File: src/servo_status_consts.svh
// offsets, field positions, reset values and limits of the servo status outputs
`ifndef SERVO_STATUS_CONSTS_SVH
`define SERVO_STATUS_CONSTS_SVH
// register word offsets (byte addresses)
`define ADDR_ROT_LEVEL      8'h00
`define ADDR_APPROACH_W     8'h04
`define ADDR_OSEL1          8'h08
`define ADDR_OSEL2          8'h0C
`define ADDR_OSEL3          8'h10
`define ADDR_CONFIG         8'h14
`define ADDR_STATUS         8'h18
`define ADDR_INT_STATUS     8'h1C
`define ADDR_INT_MASK       8'h20
`define ADDR_MONITOR        8'h24
// widths of the settings
`define ROT_W               14
`define APPR_W              8
`define OSEL_W              16
`define ALLOC_W             4
// rotation detection level range and reset value, rpm
`define ROT_MIN             14'h0001
`define ROT_MAX             14'h2710
`define ROT_RST             14'h0014
// approach width range and reset value, reference units
`define APPR_MIN            8'h01
`define APPR_MAX            8'hFA
`define APPR_RST            8'h07
// output selection reset values
`define OSEL1_RST           16'h3211
`define OSEL2_RST           16'h0000
`define OSEL3_RST           16'h0000
// allocation field positions
`define RUN_ALLOC_LSB       8
`define READY_ALLOC_LSB     12
`define CAUTION_ALLOC_LSB   12
`define APPROACH_ALLOC_LSB  0
// config bit positions
`define CFG_WCODE_BIT       0
`define CFG_ABS_BIT         1
// number of output circuits
`define NUM_CIRCUITS        3
`endif

File: src/servo_status_pkg.sv
// types shared by the servo status output logic
package servo_status_pkg;
    `include "servo_status_consts.svh"

    // status flags, active high inside the block
    typedef struct packed {
        logic approach;
        logic caution;
        logic ready;
        logic running;
    } flags_s;

    // complete state of the status output block
    typedef struct packed {
        logic [`ROT_W-1:0]         rot_level;
        logic [`APPR_W-1:0]        approach_w;
        logic [`OSEL_W-1:0]        osel1;
        logic [`OSEL_W-1:0]        osel2;
        logic [`OSEL_W-1:0]        osel3;
        logic                      wcode_sel;
        logic                      abs_use;
        flags_s                    int_status;
        flags_s                    int_mask;
        logic [2:0]                req_sync;
        logic                      req_filt;
        flags_s                    flags;
        logic [`NUM_CIRCUITS-1:0]  circuit_n;
        logic [2:0]                code_n;
        logic                      running_mon;
        logic                      status_run;
        logic                      irq;
        logic [31:0]               rdata;
    } state_s;
endpackage

File: src/servo_status_outputs.sv
// servo drive sequence status outputs: running, ready, caution, approach and warning code lines
//
// The plain strobed port and the placing of the registers were left to the implementer.
`timescale 1ns/10ps
`default_nettype none
`include "servo_status_consts.svh"

module servo_status_outputs
    import servo_status_pkg::*;
#(
    parameter int SPEED_W = 16,
    parameter int ERR_W   = 32
) (
    input  wire logic                     core_clk,
    input  wire logic                     sys_rst,
    // register port
    input  wire logic [7:0]               reg_addr,
    input  wire logic [31:0]              reg_wdata,
    input  wire logic                     reg_wr,
    input  wire logic                     reg_rd,
    output logic [31:0]                   reg_rdata,
    // drive state from the control loops, same clock
    input  wire logic signed [SPEED_W-1:0] motor_speed,
    input  wire logic signed [ERR_W-1:0]  position_error,
    input  wire logic                     position_mode,
    input  wire logic                     servo_alarm,
    input  wire logic [2:0]               alarm_code,
    input  wire logic                     main_power_on,
    input  wire logic                     overload_warn,
    input  wire logic                     regen_warn,
    input  wire logic                     abs_transfer_done,
    // pin from the host, asynchronous
    input  wire logic                     abs_data_request,
    // status outputs: circuits and code lines active low, running, monitor item and irq active high
    output logic [`NUM_CIRCUITS-1:0]      circuit_n,
    output logic                          alarm_code_line1,
    output logic                          alarm_code_line2,
    output logic                          alarm_code_line3,
    output logic                          running_monitor_item,
    output logic                          status_running,
    output logic                          irq
);

    ////////////////////////////////////////////////////////////////////////////
    // elaboration checks

    // magnitudes are compared at the error width, so it must hold speed and settings
    if (ERR_W < SPEED_W || ERR_W < `ROT_W || SPEED_W < 2) begin : g_bad_width
        $error("servo_status_outputs: ERR_W must cover SPEED_W and the setting widths");
    end

    // allocation fields must be able to name every circuit
    if ((1 << `ALLOC_W) <= `NUM_CIRCUITS) begin : g_bad_alloc
        $error("servo_status_outputs: allocation field too narrow for the circuits");
    end

    ////////////////////////////////////////////////////////////////////////////
    // functions

    // magnitude of a signed value at error width
    function automatic logic [ERR_W-1:0] mag(input logic signed [ERR_W-1:0] v);
        logic [ERR_W-1:0] r;
        // the most negative value wraps to itself, read as unsigned
        r = v[ERR_W-1] ? ERR_W'(-v) : ERR_W'(v);
        return r;
    endfunction

    // keep a written setting inside its legal range
    function automatic logic [15:0] clamp(
        input logic [15:0] v,
        input logic [15:0] lo,
        input logic [15:0] hi
    );
        logic [15:0] r;
        if (v < lo) begin
            r = lo;
        end else if (v > hi) begin
            r = hi;
        end else begin
            r = v;
        end
        return r;
    endfunction

    // OR every flag onto the circuit its allocation field names; 0 or above 3 routes nowhere
    function automatic logic [`NUM_CIRCUITS-1:0] route(
        input flags_s             f,
        input logic [`ALLOC_W-1:0] a_run,
        input logic [`ALLOC_W-1:0] a_ready,
        input logic [`ALLOC_W-1:0] a_caution,
        input logic [`ALLOC_W-1:0] a_approach
    );
        logic [`NUM_CIRCUITS-1:0] r;
        r = '0;
        // circuit c answers to allocation value c + 1
        for (int c = 0; c < `NUM_CIRCUITS; c++) begin
            if (a_run == `ALLOC_W'(c + 1)) begin
                r[c] = r[c] | f.running;
            end
            if (a_ready == `ALLOC_W'(c + 1)) begin
                r[c] = r[c] | f.ready;
            end
            if (a_caution == `ALLOC_W'(c + 1)) begin
                r[c] = r[c] | f.caution;
            end
            if (a_approach == `ALLOC_W'(c + 1)) begin
                r[c] = r[c] | f.approach;
            end
        end
        return r;
    endfunction

    ////////////////////////////////////////////////////////////////////////////
    // state

    localparam state_s ST_RST = '{
        // settings
        rot_level:   `ROT_RST,
        approach_w:  `APPR_RST,
        osel1:       `OSEL1_RST,
        osel2:       `OSEL2_RST,
        osel3:       `OSEL3_RST,
        wcode_sel:   1'b0,
        abs_use:     1'b0,
        // interrupt state
        int_status:  '0,
        int_mask:    '0,
        // pin synchroniser
        req_sync:    3'h0,
        req_filt:    1'b0,
        // registered flags and outputs, all inactive
        flags:       '0,
        circuit_n:   '1,
        code_n:      3'h7,
        running_mon: 1'b0,
        status_run:  1'b0,
        irq:         1'b0,
        // read data
        rdata:       32'h0
    };

    // whole block state and its next value
    state_s st_ff;
    state_s nxt_st;

    // comparison and decode helpers
    logic [ERR_W-1:0]  speed_mag;
    logic [ERR_W-1:0]  err_mag;
    logic [ERR_W-1:0]  rot_ext;
    logic [ERR_W-1:0]  appr_ext;
    flags_s            new_flags;
    flags_s            rise;
    flags_s            w1c;
    logic [2:0]        code_on;

    always_comb begin
        speed_mag = mag(ERR_W'(motor_speed));
        err_mag   = mag(position_error);
        rot_ext   = ERR_W'(st_ff.rot_level);
        appr_ext  = ERR_W'(st_ff.approach_w);
    end

    ////////////////////////////////////////////////////////////////////////////
    // next-state logic

    always_comb begin
        nxt_st = st_ff;
        w1c    = '0;

        // register writes, settings clamped to their ranges
        if (reg_wr) begin
            case (reg_addr)
                // rotation detection level, rpm
                `ADDR_ROT_LEVEL: begin
                    nxt_st.rot_level = `ROT_W'(clamp(16'(reg_wdata[`ROT_W-1:0]),
                                                     16'(`ROT_MIN), 16'(`ROT_MAX)));
                end

                // approach width, reference units
                `ADDR_APPROACH_W: begin
                    nxt_st.approach_w = `APPR_W'(clamp(16'(reg_wdata[`APPR_W-1:0]),
                                                       16'(`APPR_MIN), 16'(`APPR_MAX)));
                end

                // running and ready allocation
                `ADDR_OSEL1: begin
                    nxt_st.osel1 = reg_wdata[`OSEL_W-1:0];
                end

                // caution allocation
                `ADDR_OSEL2: begin
                    nxt_st.osel2 = reg_wdata[`OSEL_W-1:0];
                end

                // approach allocation
                `ADDR_OSEL3: begin
                    nxt_st.osel3 = reg_wdata[`OSEL_W-1:0];
                end

                // warning code select, absolute encoder in use
                `ADDR_CONFIG: begin
                    nxt_st.wcode_sel = reg_wdata[`CFG_WCODE_BIT];
                    nxt_st.abs_use   = reg_wdata[`CFG_ABS_BIT];
                end

                // write one to clear an event
                `ADDR_INT_STATUS: begin
                    w1c = flags_s'(reg_wdata[3:0]);
                end

                // interrupt enable per flag
                `ADDR_INT_MASK: begin
                    nxt_st.int_mask = flags_s'(reg_wdata[3:0]);
                end

                // status, monitor and unmapped words ignore writes
                default: begin
                end
            endcase
        end

        // data request pin: three stages, taken once the last two agree
        nxt_st.req_sync = {st_ff.req_sync[1:0], abs_data_request};
        if (st_ff.req_sync[1] == st_ff.req_sync[2]) begin
            nxt_st.req_filt = st_ff.req_sync[2];
        end

        // flag evaluation, once per cycle
        new_flags.running = speed_mag > rot_ext;
        new_flags.ready   = !servo_alarm && main_power_on &&
                            (!st_ff.abs_use || (st_ff.req_filt && abs_transfer_done));
        new_flags.caution = overload_warn || regen_warn;
        new_flags.approach = position_mode && (err_mag < appr_ext);
        nxt_st.flags = new_flags;

        // circuits are driven low for an active flag
        nxt_st.circuit_n = ~route(new_flags,
                                  st_ff.osel1[`RUN_ALLOC_LSB +: `ALLOC_W],
                                  st_ff.osel1[`READY_ALLOC_LSB +: `ALLOC_W],
                                  st_ff.osel2[`CAUTION_ALLOC_LSB +: `ALLOC_W],
                                  st_ff.osel3[`APPROACH_ALLOC_LSB +: `ALLOC_W]);

        // code lines: alarm code first, warning code only when selected
        code_on = 3'h0;
        if (servo_alarm) begin
            code_on = alarm_code;
        end else if (st_ff.wcode_sel) begin
            if (overload_warn) begin
                code_on = 3'h1;
            end else if (regen_warn) begin
                code_on = 3'h2;
            end
        end
        nxt_st.code_n = ~code_on;

        // running indication and monitor item
        nxt_st.running_mon = new_flags.running;
        nxt_st.status_run  = new_flags.running;

        // sticky events on rising flags; a new event beats a clear in the same cycle
        rise = new_flags & ~st_ff.flags;
        nxt_st.int_status = (st_ff.int_status & ~w1c) | rise;
        // interrupt level follows the new status and mask
        nxt_st.irq = |(nxt_st.int_status & nxt_st.int_mask);

        // read data, valid in the cycle after the strobe only
        nxt_st.rdata = 32'h0;
        if (reg_rd) begin
            case (reg_addr)
                // rotation detection level
                `ADDR_ROT_LEVEL: begin
                    nxt_st.rdata = 32'(st_ff.rot_level);
                end

                // approach width
                `ADDR_APPROACH_W: begin
                    nxt_st.rdata = 32'(st_ff.approach_w);
                end

                // output select 1, all sixteen bits
                `ADDR_OSEL1: begin
                    nxt_st.rdata = 32'(st_ff.osel1);
                end

                // output select 2
                `ADDR_OSEL2: begin
                    nxt_st.rdata = 32'(st_ff.osel2);
                end

                // output select 3
                `ADDR_OSEL3: begin
                    nxt_st.rdata = 32'(st_ff.osel3);
                end

                // configuration bits
                `ADDR_CONFIG: begin
                    nxt_st.rdata = 32'({st_ff.abs_use, st_ff.wcode_sel});
                end

                // synchronised request and live flags
                `ADDR_STATUS: begin
                    nxt_st.rdata = 32'({st_ff.req_filt, st_ff.flags});
                end

                // sticky events
                `ADDR_INT_STATUS: begin
                    nxt_st.rdata = 32'(st_ff.int_status);
                end

                // interrupt enables
                `ADDR_INT_MASK: begin
                    nxt_st.rdata = 32'(st_ff.int_mask);
                end

                // running monitor item
                `ADDR_MONITOR: begin
                    nxt_st.rdata = 32'(st_ff.running_mon);
                end

                // unmapped words read as zero
                default: begin
                    nxt_st.rdata = 32'h0;
                end
            endcase
        end
    end

    ////////////////////////////////////////////////////////////////////////////
    // state register

    // synchronous reset leaves the circuits and code lines high, running, monitor item and irq low
    always_ff @(posedge core_clk) begin
        if (sys_rst) begin
            st_ff <= ST_RST;
        end else begin
            st_ff <= nxt_st;
        end
    end

    ////////////////////////////////////////////////////////////////////////////
    // outputs, straight from the state register

    assign reg_rdata            = st_ff.rdata;
    assign circuit_n            = st_ff.circuit_n;
    // code line 1 carries the least significant code bit
    assign alarm_code_line1     = st_ff.code_n[0];
    assign alarm_code_line2     = st_ff.code_n[1];
    assign alarm_code_line3     = st_ff.code_n[2];
    assign running_monitor_item = st_ff.running_mon;
    assign status_running       = st_ff.status_run;
    assign irq                  = st_ff.irq;

endmodule

`default_nettype wire

File: config.mk
export PLATFORM = sky130hd
export DESIGN_NAME = servo_status_outputs
export DESIGN_NICKNAME = d
export VERILOG_FILES = /design/src/servo_status_pkg.sv /design/src/servo_status_outputs.sv
export VERILOG_INCLUDE_DIRS = /design/src
export SDC_FILE = /design/constraint.sdc
export NUM_CORES = 1
export LEC_CHECK = 0
export BUFFER_PORTS_ARGS = -buffer_cell sky130_fd_sc_hd__buf_2
export CAP_MARGIN = 40
export CORE_MARGIN = 10
export CORE_UTILIZATION = 35
export DETAILED_ROUTE_END_ITERATION = 8
export PLACE_DENSITY = 0.6
export SLEW_MARGIN = 10
export SYNTH_ARGS = -nofsm -noshare
export SYNTH_HDL_FRONTEND = slang
export SYNTH_SLANG_ARGS = --single-unit
File: constraint.sdc
create_clock -name core_clk -period 5.1 [get_ports core_clk]
set_clock_uncertainty 0.05 [all_clocks]
set_input_delay 0.51 -clock core_clk [delete_from_list [all_inputs] [get_ports core_clk]]
set_output_delay 0.51 -clock core_clk [all_outputs]
set_load 0.01 [all_outputs]
== Yosys cells after proc, flatten, opt, wreduce, memory -nomap -nowiden ==
Cells that the tools add are included.
Storage, ports and cells
  register bits after elaboration: 127
  bits in latches: 0
  RAM bits: 0
  ROM bits: 0
  output and inout port bits: 41
  logic and storage cells: 117
  memories kept: 0
Cells by class
  add/sub/neg operators: 2
  multiply operators: 0
  div/mod/pow operators: 0
  magnitude comparators: 6
  equality and inequality tests: 22
  shifts and indexed selects: 0
  mux-type cells: 27
  bitwise operators: 18
  reductions and logical operators: 17
Operator list (count)
  one-hot mux 16 bit (10 select lines): 1
  2-to-1 mux 32 bit: 2
  equality test 4 x 2 -> 1 bit, second input constant: 8
  equality test 8 x 5 -> 1 bit, second input constant: 4
  > comparator 32 x 14 -> 1 bit: 1
  < comparator 32 x 8 -> 1 bit: 1
  negator 16 -> 32 bit: 1
  negator 32 bit: 1
  2-to-1 mux 14 bit: 2
  equality test 4 x 1 -> 1 bit, second input constant: 4
  equality test 8 x 4 -> 1 bit, second input constant: 2
  equality test 8 x 6 -> 1 bit, second input constant: 2
  2-to-1 mux 4 bit: 4
  2-to-1 mux 8 bit: 2
  > comparator 14 bit, second input constant: 1
  < comparator 14 x 1 -> 1 bit, second input constant: 1
  AND 4 bit: 3
  2-to-1 mux 1 bit: 12
  AND reduction 2 bit: 6
  OR 1 bit: 9
  equality test 8 x 3 -> 1 bit, second input constant: 1
  > comparator 8 bit, second input constant: 1
  logical NOT 8 bit: 1
  < comparator 8 x 1 -> 1 bit, second input constant: 1
  12 further kinds: 21

== Depth between registers and ports, before layout ==
Gate-level depths: netlist of run 1.
  depth after elaboration: 11
  depth in mapped cells: 15
  depth with buffers taken out: 15

== Worst setup path after synthesis of run 1 ==
OpenSTA, ideal clock, no wires.
  kind: input-to-reg
  start: input position_error[31]
  end: register st_ff (netlist bit circuit_n[1])
  arrival time: 3504 ps
  required time: 4930 ps
  path slack: 1426 ps
  stages: 14
  buffers on the path: 3
  cells stage by stage: clkbuf_1 clkbuf_1 buf_1 o21ai_0 xnor2_1 ha_1 and4_1 o21ai_0 nor3_1 a41oi_1 nand4_1 or3_1 or4_4 o31a_1
Between the ends
  word-level cells in the longest chain between the ends: 7
Ends and longest elaborated chain
  start, declared: line servo_status_outputs.sv:24  | input wire logic signed [ERR_W-1:0] position_error,
  negator 32 bit: line servo_status_outputs.sv:64  | r = v[ERR_W-1] ? ERR_W'(-v) : ERR_W'(v);
  2-to-1 mux 32 bit *: line servo_status_outputs.sv:64
  < comparator 32 x 8 -> 1 bit *: line servo_status_outputs.sv:233  | new_flags.approach = position_mode && (err_mag < appr_ext);
  logical AND 1 bit *: line servo_status_outputs.sv:233
  OR 1 bit *: line servo_status_outputs.sv:107  | r[c] = r[c] | f.approach;
  2-to-1 mux 1 bit *: line servo_status_outputs.sv:106  | if (a_approach == `ALLOC_W'(c + 1)) begin
  inverter 3 bit *: line servo_status_outputs.sv:237  | nxt_st.circuit_n = ~route(new_flags,
  end signal, assigned: line servo_status_outputs.sv:336  | st_ff <= nxt_st;
  end, declared: line servo_status_outputs.sv:143  | state_s st_ff;
Every way passes the cells marked *; elsewhere a longest branch is shown, timed or not.
A chain may end at the register's enable or synchronous reset.

== Worst setup path after layout of run 1 ==
  start: input motor_speed[0]
  end: register st_ff (netlist bit circuit_n[0])
Between the ends
  word-level cells in the longest chain between the ends: 11
Ends and longest elaborated chain
  start, declared: line servo_status_outputs.sv:23  | input wire logic signed [SPEED_W-1:0] motor_speed,
  negator 16 -> 32 bit: line servo_status_outputs.sv:64
  2-to-1 mux 32 bit *: line servo_status_outputs.sv:64
  > comparator 32 x 14 -> 1 bit *: line servo_status_outputs.sv:229  | new_flags.running = speed_mag > rot_ext;
  2-to-1 mux 1 bit *: line servo_status_outputs.sv:97  | if (a_run == `ALLOC_W'(c + 1)) begin
  OR 1 bit: line servo_status_outputs.sv:101  | r[c] = r[c] | f.ready;
  2-to-1 mux 1 bit *: line servo_status_outputs.sv:100  | if (a_ready == `ALLOC_W'(c + 1)) begin
  OR 1 bit: line servo_status_outputs.sv:104  | r[c] = r[c] | f.caution;
  2-to-1 mux 1 bit *: line servo_status_outputs.sv:103  | if (a_caution == `ALLOC_W'(c + 1)) begin
  OR 1 bit: line servo_status_outputs.sv:107
  2-to-1 mux 1 bit *: line servo_status_outputs.sv:106
  inverter 3 bit *: line servo_status_outputs.sv:237
Marks and branches as above.

==> results of run 1 <==
[metal layers]
metal  up-vias  routed length (um)  GRT usage (%)  part of all wire [%]
met5         -                   0              0                     0
li1       3176                   -              -                     -
met4         0                 269           3.87                   1.3
met2       209                9900           27.1                    48
met1      3024                9220           21.0                    45
met3        24                1260           3.30                   6.1
[worst paths after layout]
| kind | from | end | slack, ns |
|---|---|---|---|
| worst min register to register | nxt_st[47] | nxt_st[48] | 0.40 |
| worst min-delay path | alarm_code[2] | alarm_code_line3 | 0.30 |
| worst max register to register | appr_ext[1] | circuit_n[0] | 2.21 |
| worst max-delay path | motor_speed[0] | circuit_n[0] | 1.08 |
[cell usage after synthesis, drive strengths merged, types with 7 or more instances]
library cell	number	area share, %
a22oi	30	3.4
clkbuf	44	2.5
nand2b	9	0.86
a21oi	92	7.0
ha	23	4.4
nor2	58	3.3
inv	33	1.9
nor3	26	2.0
o21ai	21	1.6
nor4	9	1.0
a31oi	11	1.0
or4	9	1.1
o31ai	9	1.0
dfxtp	111	34
nor2b	11	1.0
nand2	134	7.6
nand3b	14	1.6
or3	10	1.1
buf	38	4.2
xnor2	19	2.5
nand4	10	0.95
nand3	38	2.9
and2	7	0.67
[logic make-up (layout without fill, tap and decap cells)]
group                    count (synthesis)  count (layout)  share of synthesized area [%]
buffers and inverters                  115             166                           8.61
flip-flops                             111             111                           33.8
AND/OR/NAND/NOR                        365             365                           28.2
multiplexers                             4               4                          0.608
other                                    1              17                         0.0570
XOR/XNOR                                20              20                           2.66
adder cells (fa/ha/maj)                 23              23                           4.37
AO/OA/AOI/OAI                          222             222                           21.8
[per-stage QoR]
step / hold slack [ns] / setup WS, ns
floorplan: 0.364 / 1.43
global placement: 0.377 / 0.833
detailed placement: 0.387 / 0.715
CTS: 0.294 / 1.07
global route: 0.305 / 0.775
finish: 0.303 / 1.08
[flip-flops by register name, summed over array words and instances, names as in the netlist]
register / count
alarm_code_line3: 1
circuit_n: 3
nxt_st: 2
appr_ext: 8
rot_ext: 14
st_ff: 63
alarm_code_line1: 1
reg_rdata: 16
status_running: 1
irq: 1
alarm_code_line2: 1
[worst register-to-register path: stages, from the launching register on]
cell and delay, ns:
dfxtp_1 0.42, inv_1 0.07, ha_1 0.28, a2111oi_0 0.37, nor3_1 0.11, a41oi_1 0.24
nand4_1 0.11, or3_1 0.38, or4_4 0.48, o211a_1 0.26
[power by group]
group | total [uW] | leakage [uW] | switching, uW | internal (uW)
clock | 734 | 0.000144 | 309 | 425
combinational | 239 | 0.00163 | 147 | 91.9
sequential | 879 | 0.000898 | 4.84 | 874
[area by class of cell]
| class | instances | area share (%) |
|---|---|---|
| Timing Repair Buffer | 119 | 8.61 |
| Antenna cell | 1 | 0.0336 |
| Tap cell | 234 | 3.93 |
| Multi-Input combinational cell | 650 | 51.9 |
| Sequential cell | 111 | 29.8 |
| Clock inverter | 4 | 0.974 |
| Inverter | 33 | 1.66 |
| Clock buffer | 10 | 3.07 |
==> flow_metrics.py, run 1 <==
metrics = {
    "sta": {
        "worst_pin_slew_ns": 0.890,
        "slew_viol_final": 0,
        "grt_setup_unrepaired": "no",
        "hold_violations": 0,
        "finalCritPeriodShare_pct": 78.8,
        "finalSetupViolCount": 0,
        "fin_tns_setup_ns": 0,
        "maxSlewHeadroom_pct": 40.4,
        "clock.fmax_mhz": 249,
        "post-route-min-period_ns": 4.02,
    },
    "global_routing": {
        "grt_pass1_wl_um": 32400,
        "grt_overflow": 0,
        "grt_pass1_vias": 6201,
        "grt_max_degree": 55,
        "antenna_found_initial": 1,
        "grt_usage_pct": 16.3,
    },
    "floorplan": {
        "io_pins": 143,
        "start_util_pct": 35.4,
        "die_x_um": 157,
        "placementRows": 50,
        "dieArea_sq_um": 24700,
        "coreArea_sq_um": 18600,
        "die_y_um": 157,
    },
    "cts": {
        "postCtsSetupBuffers": 0,
        "path_clk_slew_ns": 0.06,
        "holdBufCountCts": 0,
        "cts_resized": 0,
        "clockRootBuffer": "clkbuf_16",
        "cts.sinks": 111,
        "cts_tree": "yes",
        "cts_buffers": 9,
        "clock_latency_ns": 0.35,
        "clock_path_buffers": 2,
        "cts.htree.levels": 3,
    },
    "run": {
        "drv_cap": 0,
    },
    "power": {
        "pwr_density_cell_nw_per_um2": 248,
        "p_leak_uw": 0.00267,
        "irDropWorstVdd_mv": 0.188,
        "total_power_uw": 1850,
    },
    "critical_path": {
        "cpPeakStageDelay_ns": 0.53,
        "crit_arrival_ns": 4.25,
        "worstPathBufferInverterCount": 2,
        "worst_path_max_delay_cell": "nor4b_1",
        "cp_max_fo": 5,
        "crit_family": "simple AND/OR/NAND/NOR gates",
        "cp.depth": 15,
        "reg2reg_depth": 9,
        "cp_cell_sequence": "buf_2 -> inv_1 -> ha_1 -> or3b_2 -> or4_1 -> o41ai_1 -> xnor2_1 -> ha_1 -> nor2b_1 -> o21ai_0 -> a21oi_1 -> nor4b_1 -> o21ai_0 -> nand4b_1 -> o211a_1",
        "critPathLaunchType": "input pin",
        "path_class": "in -> reg",
        "cp.required_ns": 5.34,
        "endpoint_kind": "register",
    },
    "layout": {
        "utilization_pct": 40.1,
        "nFillCells": 1962,
        "drive_gt1_share_pct": 16.5,
        "fin_cells": 1162,
        "final_common_cell": "nand2_1",
        "area_growth_pct": 13.2,
        "multiInputGateArea_sq_um": 3870,
        "fin_area_sq_um": 7450,
        "layout_common_cells": "nand2_1 (134), dfxtp_1 (111), buf_2 (110)",
        "layout.nets": 1049,
        "regArea_sq_um": 2220,
    },
    "synthesis": {
        "synth-seq-area-share_pct": 33.8,
        "synth_enable_flop_cells": 0,
        "netlist_instances": 861,
        "ys.flop_type": "dfxtp_1",
        "netlist-cell-type-count": 70,
        "synth-seq-cells": 111,
        "syn_area_sq_um": 6580,
        "synth.avg_cell_area_sq_um": 7.64,
        "ys_warn_count": 0,
        "synth-async-reset-ratio_pct": 0,
    },
    "detailed_routing": {
        "route.detailed.drc": 0,
        "drt-total-wl_um": 20600,
        "wire_per_inst_um": 17.8,
        "ant_nets": 0,
        "viasPerCell": 5.54,
        "vias": 6433,
        "drt_iter0_markers": 494,
        "first_pass_iters": 5,
    },
    "place": {
        "hpwl_um": 15300,
        "placement.cell_area_sq_um": 7150,
        "dp.cells": 1147,
        "globalplace.congestion": 0.909,
        "port_buffers": 110,
    },
    "outcome": {
        "outcome": "completed",
    },
    "worst_hold_path": {
        "min_path_type": "in -> reg",
        "hold_depth": 2,
    },
}
No activity file was read; power rests on OpenSTA's default activity.
==> inputs of run 2 (changes only) <==
==> constraint.sdc (replaced) <==
create_clock -name core_clk -period 3.96 [get_ports core_clk]
set_clock_uncertainty 0.05 [all_clocks]
set_input_delay 0.396 -clock core_clk [delete_from_list [all_inputs] [get_ports core_clk]]
set_output_delay 0.396 -clock core_clk [all_outputs]
set_load 0.01 [all_outputs]
==> flow_metrics.py, run 2 (same netlist as run 1, synthesis figures left out) <==
metrics = {
    "floorplan": {
        "coreArea_sq_um": 18600,
        "die_x_um": 157,
        "placementRows": 50,
        "dieArea_sq_um": 24700,
        "die_y_um": 157,
        "io_pins": 143,
        "start_util_pct": 35.4,
    },
    "worst_hold_path": {
        "min_path_type": "in -> reg",
        "hold_end": "alarm_code_line3",
        "hold_path.startpoint": "alarm_code[2]",
        "hold_depth": 2,
    },
    "critical_path": {
        "crit_family": "simple AND/OR/NAND/NOR gates",
        "critPathLaunchType": "input pin",
        "cp_cell_sequence": "buf_2 -> inv_1 -> ha_1 -> or3b_2 -> or4_1 -> o41ai_1 -> xnor2_1 -> ha_1 -> nor2b_1 -> o21ai_0 -> a21oi_1 -> nor4b_1 -> buf_4 -> o21ai_0 -> a21oi_1 -> o31a_1",
        "worst_path_max_delay_cell": "or3b_2",
        "worstPathBufferInverterCount": 3,
        "crit_path_start": "motor_speed[0]",
        "cpPeakStageDelay_ns": 0.46,
        "endpoint_kind": "register",
        "cp.required_ns": 4.21,
        "reg2reg_depth": 9,
        "r2r_setup_slack_ns": 1.11,
        "crit_arrival_ns": 3.90,
        "cp_max_fo": 5,
        "path_class": "in -> reg",
        "reg2reg_from": "appr_ext[1]",
        "r2r-end": "circuit_n[1]",
    },
    "power": {
        "p_seq_share_pct": 45.9,
        "swShare_pct": 24.4,
        "p_sw_uw": 601,
        "p_int_uw": 1870,
        "irDropWorstVdd_mv": 0.179,
        "p_leak_uw": 0.00275,
        "pwr-share-comb_pct": 12.8,
        "pwr_density_cell_nw_per_um2": 325,
        "clockPowerShare_pct": 41.3,
    },
    "layout": {
        "multiInputGateArea_sq_um": 3860,
        "top_register": "st_ff",
        "regArea_sq_um": 2220,
        "layout.nets": 1065,
        "largest_register_ffs": 63,
        "layout_common_cells": "nand2_1 (134), dfxtp_1 (111), buf_2 (110)",
        "nFillCells": 1911,
        "utilization_pct": 40.8,
        "final_common_cell": "nand2_1",
        "area_growth_pct": 15.2,
        "drive_gt1_share_pct": 17.9,
    },
    "global_routing": {
        "grt_pass1_wl_um": 32800,
        "grtUsageMet3_pct": 3.28,
        "grt_usage_pct": 16.4,
        "antenna_found_initial": 3,
        "grt_max_degree": 50,
        "grt_overflow": 0,
        "grt_pass1_vias": 6291,
        "gr-usage-met1_pct": 21.2,
        "met2_usage_pct": 26.8,
        "top_usage_layer": "met2",
    },
    "cts": {
        "cts_buffers": 9,
        "cts.htree.levels": 3,
        "clockRootBuffer": "clkbuf_16",
        "clock_latency_ns": 0.35,
        "cts_tree": "yes",
        "postCtsSetupBuffers": 0,
        "path_clk_slew_ns": 0.07,
        "holdBufCountCts": 0,
        "cts.sinks": 111,
        "clock_path_buffers": 2,
        "cts_resized": 0,
    },
    "sta": {
        "hold_violations": 0,
        "post-route-min-period_ns": 3.65,
        "slew_viol_final": 0,
        "clock.fmax_mhz": 274,
        "timing.hold.ws_ns": 0.179,
        "grt_setup_unrepaired": "no",
        "worst_pin_slew_ns": 0.917,
        "finalCritPeriodShare_pct": 92.3,
        "maxSlewHeadroom_pct": 38.9,
        "finalSetupViolCount": 0,
    },
    "detailed_routing": {
        "drt-total-wl_um": 21000,
        "wire_per_inst_um": 17.8,
        "first_pass_iters": 5,
        "viasPerCell": 5.56,
        "drt_iter0_markers": 463,
        "route.detailed.drc": 0,
        "vias": 6561,
        "ant_nets": 0,
    },
    "place": {
        "port_buffers": 110,
        "hpwl_um": 15600,
        "globalplace.congestion": 0.894,
    },
    "outcome": {
        "outcome": "completed",
    },
    "run": {
        "drv_cap": 0,
    },
}
-- run 2: cell count changes in the layout (fill, tap and decap cells not counted) --
cell and delta:
buf_4 +18, buf_6 -1, buf_8 -1, bufinv_16 +1, clkbuf_1 +1, clkinvlp_4 -1
nor3_2 +1, nor3_4 -1
-- run 2: layer usage --
layer	wire length, um	part of all wire, %	vias up
met5	25	0.12	-
met4	389	1.9	4
met1	9290	44	3118
met2	9950	47	185
li1	-	-	3222
met3	1310	6.3	32
-- run 2: how the worst max path moves through the flow --
stage | end | depth (start not counted)
after CTS | circuit_n[1] | 16
after global routing | circuit_n[1] | 16
final | circuit_n[1] | 16
after floorplan | circuit_n[1] | 14
after detailed placement | circuit_n[1] | 16
after global placement | circuit_n[1] | 16
-- run 2: stage by stage --
step                area [sq um]  setup WS (ns)  std cells  total power (uW)  setup TNS (ns)
floorplan                   6640          0.400        876              1350               0
CTS                         7580          0.322       1178              2480               0
global route                7580          0.125       1179              2570               0
global placement            7230         0.0758       1162              1470               0
finish                      7580          0.307       1179              2470               0
detailed placement          7250        -0.0291       1163              1470         -0.0291
-- run 2: area by class of cell --
type	instances	area share, %
Antenna cell	1	0.0330
Clock buffer	11	3.07
Sequential cell	111	29.3
Timing Repair Buffer	135	9.90
Clock inverter	4	1.25
Tap cell	234	3.86
Inverter	33	1.63
Multi-Input combinational cell	650	50.9
-- run 2: power groups by stage --
| stage | Sequential [uW] | Clock (uW) | Combinational, uW |
|---|---|---|---|
| 4_1_cts | 1130 | 1030 | 313 |
| 2_1_floorplan | 1160 | 0 | 193 |
| 6_report | 1130 | 1020 | 315 |
| 3_3_place_gp | 1160 | 0 | 308 |
| 3_5_place_dp | 1160 | 0 | 312 |
| 5_1_grt | 1130 | 1080 | 354 |
==> inputs of run 3 (changes only) <==
==> constraint.sdc (replaced) <==
create_clock -name core_clk -period 3.73 [get_ports core_clk]
set_clock_uncertainty 0.05 [all_clocks]
set_input_delay 0.373 -clock core_clk [delete_from_list [all_inputs] [get_ports core_clk]]
set_output_delay 0.373 -clock core_clk [all_outputs]
set_load 0.01 [all_outputs]
==> flow_metrics.py, run 3 (same netlist as run 1, synthesis figures left out) <==
metrics = {
    "layout": {
        "final_common_cell": "nand2_1",
        "drive_gt1_share_pct": 19.6,
        "top_register": "st_ff",
        "largest_register_ffs": 63,
        "utilization_pct": 41.4,
        "fin_area_sq_um": 7700,
        "antennaDiodeCount": 0,
        "layout_common_cells": "nand2_1 (134), dfxtp_1 (111), buf_2 (110)",
        "layout.nets": 1079,
        "nFillCells": 1926,
        "area_growth_pct": 17.0,
    },
    "detailed_routing": {
        "vias": 6553,
        "wire_per_inst_um": 17.5,
        "drt_iter0_markers": 529,
        "viasPerCell": 5.49,
        "route.detailed.drc": 0,
        "ant_nets": 0,
        "drt-total-wl_um": 20900,
        "first_pass_iters": 8,
    },
    "sta": {
        "clock.fmax_mhz": 287,
        "worst_pin_slew_ns": 0.770,
        "maxSlewHeadroom_pct": 48.3,
        "post-route-min-period_ns": 3.49,
        "finalCritPeriodShare_pct": 93.5,
        "finalSetupViolCount": 0,
        "slew_viol_final": 0,
        "hold_violations": 0,
        "grt_setup_unrepaired": "no",
    },
    "outcome": {
        "outcome": "completed",
    },
    "critical_path": {
        "cp_max_fo": 5,
        "cp.required_ns": 3.93,
        "path_class": "in -> reg",
        "critPathLaunchType": "input pin",
        "crit_arrival_ns": 3.68,
        "endpoint_kind": "register",
    },
    "global_routing": {
        "grt_overflow": 0,
        "grt_usage_pct": 16.3,
        "grt_pass1_vias": 6271,
        "antenna_found_initial": 2,
        "grt_pass1_wl_um": 32700,
        "grt_max_degree": 53,
    },
    "cts": {
        "clock_latency_ns": 0.35,
        "path_clk_slew_ns": 0.08,
        "cts_tree": "yes",
        "cts.htree.levels": 3,
        "cts_buffers": 9,
        "clock_path_buffers": 2,
        "clockRootBuffer": "clkbuf_16",
        "cts.sinks": 111,
        "postCtsSetupBuffers": 0,
    },
    "power": {
        "swShare_pct": 25.3,
        "total_power_uw": 2600,
        "p_seq_share_pct": 46.1,
        "pwr-share-comb_pct": 13.1,
        "irDropWorstVdd_mv": 0.263,
        "pwr_density_cell_nw_per_um2": 338,
        "p_int_uw": 1940,
        "p_leak_uw": 0.00283,
        "p_sw_uw": 660,
        "clockPowerShare_pct": 40.8,
    },
    "floorplan": {
        "die_y_um": 157,
        "coreArea_sq_um": 18600,
        "die_x_um": 157,
        "dieArea_sq_um": 24700,
        "io_pins": 143,
        "start_util_pct": 35.4,
        "placementRows": 50,
    },
    "run": {
        "drv_cap": 0,
    },
    "place": {
        "hpwl_um": 15500,
        "placement.cell_area_sq_um": 7360,
        "globalplace.congestion": 0.898,
        "port_buffers": 110,
    },
    "worst_hold_path": {
        "min_path_type": "in -> reg",
    },
}
run 3: changes by cell type in the layout (fill, tap and decap cells not counted), sizes merged:
cell    before  now
clkbuf      11   10
clkinv       1    2
bufinv       3    2
buf        135  149
inv         33   35
diode        1    0
run 3: metal layers:
metal  global-route usage (%)  wire [um]  up-vias
met1                     21.5       9630     3113
li1                         -          -     3242
met2                     27.3      10000      174
met3                     3.08       1090       20
met5                        0         17        -
met4                     3.03        170        4
run 3: power by group through the flow:
stage / clock network [uW] / logic, uW / registers (uW)
global placement: 0 / 334 / 1230
detailed placement: 0 / 336 / 1230
CTS: 1080 / 337 / 1200
global route: 1130 / 380 / 1200
floorplan: 0 / 205 / 1230
finish: 1060 / 341 / 1200
run 3: final timing paths:
kind / startpoint / endpoint / slack [ns] / cells past startpoint
min reg2reg: nxt_st[47] / nxt_st[48] / 0.39 / 1
min: alarm_code[2] / alarm_code_line3 / 0.16 / 2
max: motor_speed[1] / circuit_n[2] / 0.24 / 16
max reg2reg: appr_ext[1] / circuit_n[1] / 0.85 / 9
run 3: final cells by class:
cell class | instances | area [sq um] | area share [%]
tap | 234 | 293 | 3.80
timing repair buffer | 149 | 856 | 11.1
multi-input combinational | 650 | 3870 | 50.3
inverter | 33 | 124 | 1.61
clock inverter | 6 | 91.3 | 1.19
clock buffer | 10 | 239 | 3.10
sequential | 111 | 2220 | 28.9
run 3: what timing repair did:
item,CTS,global route
resized for setup,0,2
hold buffers,0,0
endpoints found under the setup margin,0,1
run 3: stage by stage:
stage          TNS, ns  std cells  worst slack (ns)  hold slack (ns)
3_5_place_dp    -0.634       1177            -0.175            0.384
3_3_place_gp    -0.297       1177           -0.0919            0.371
5_1_grt              0       1193           0.00570            0.166
4_1_cts              0       1193             0.178            0.155
6_report             0       1193             0.242            0.162
2_1_floorplan        0        876             0.193            0.364
run 3: worst max-delay path, stage by stage:
cell,delay (ns)
buf_2,0.10
inv_1,0.06
ha_1,0.14
or3b_2,0.45
or4_1,0.45
buf_4,0.17
o31ai_1,0.27
xnor2_1,0.11
ha_1,0.29
o21ai_0,0.08
a21oi_1,0.22
nor4b_2,0.09
buf_4,0.15
o21ai_0,0.43
nand4_1,0.15
o211a_1,0.14
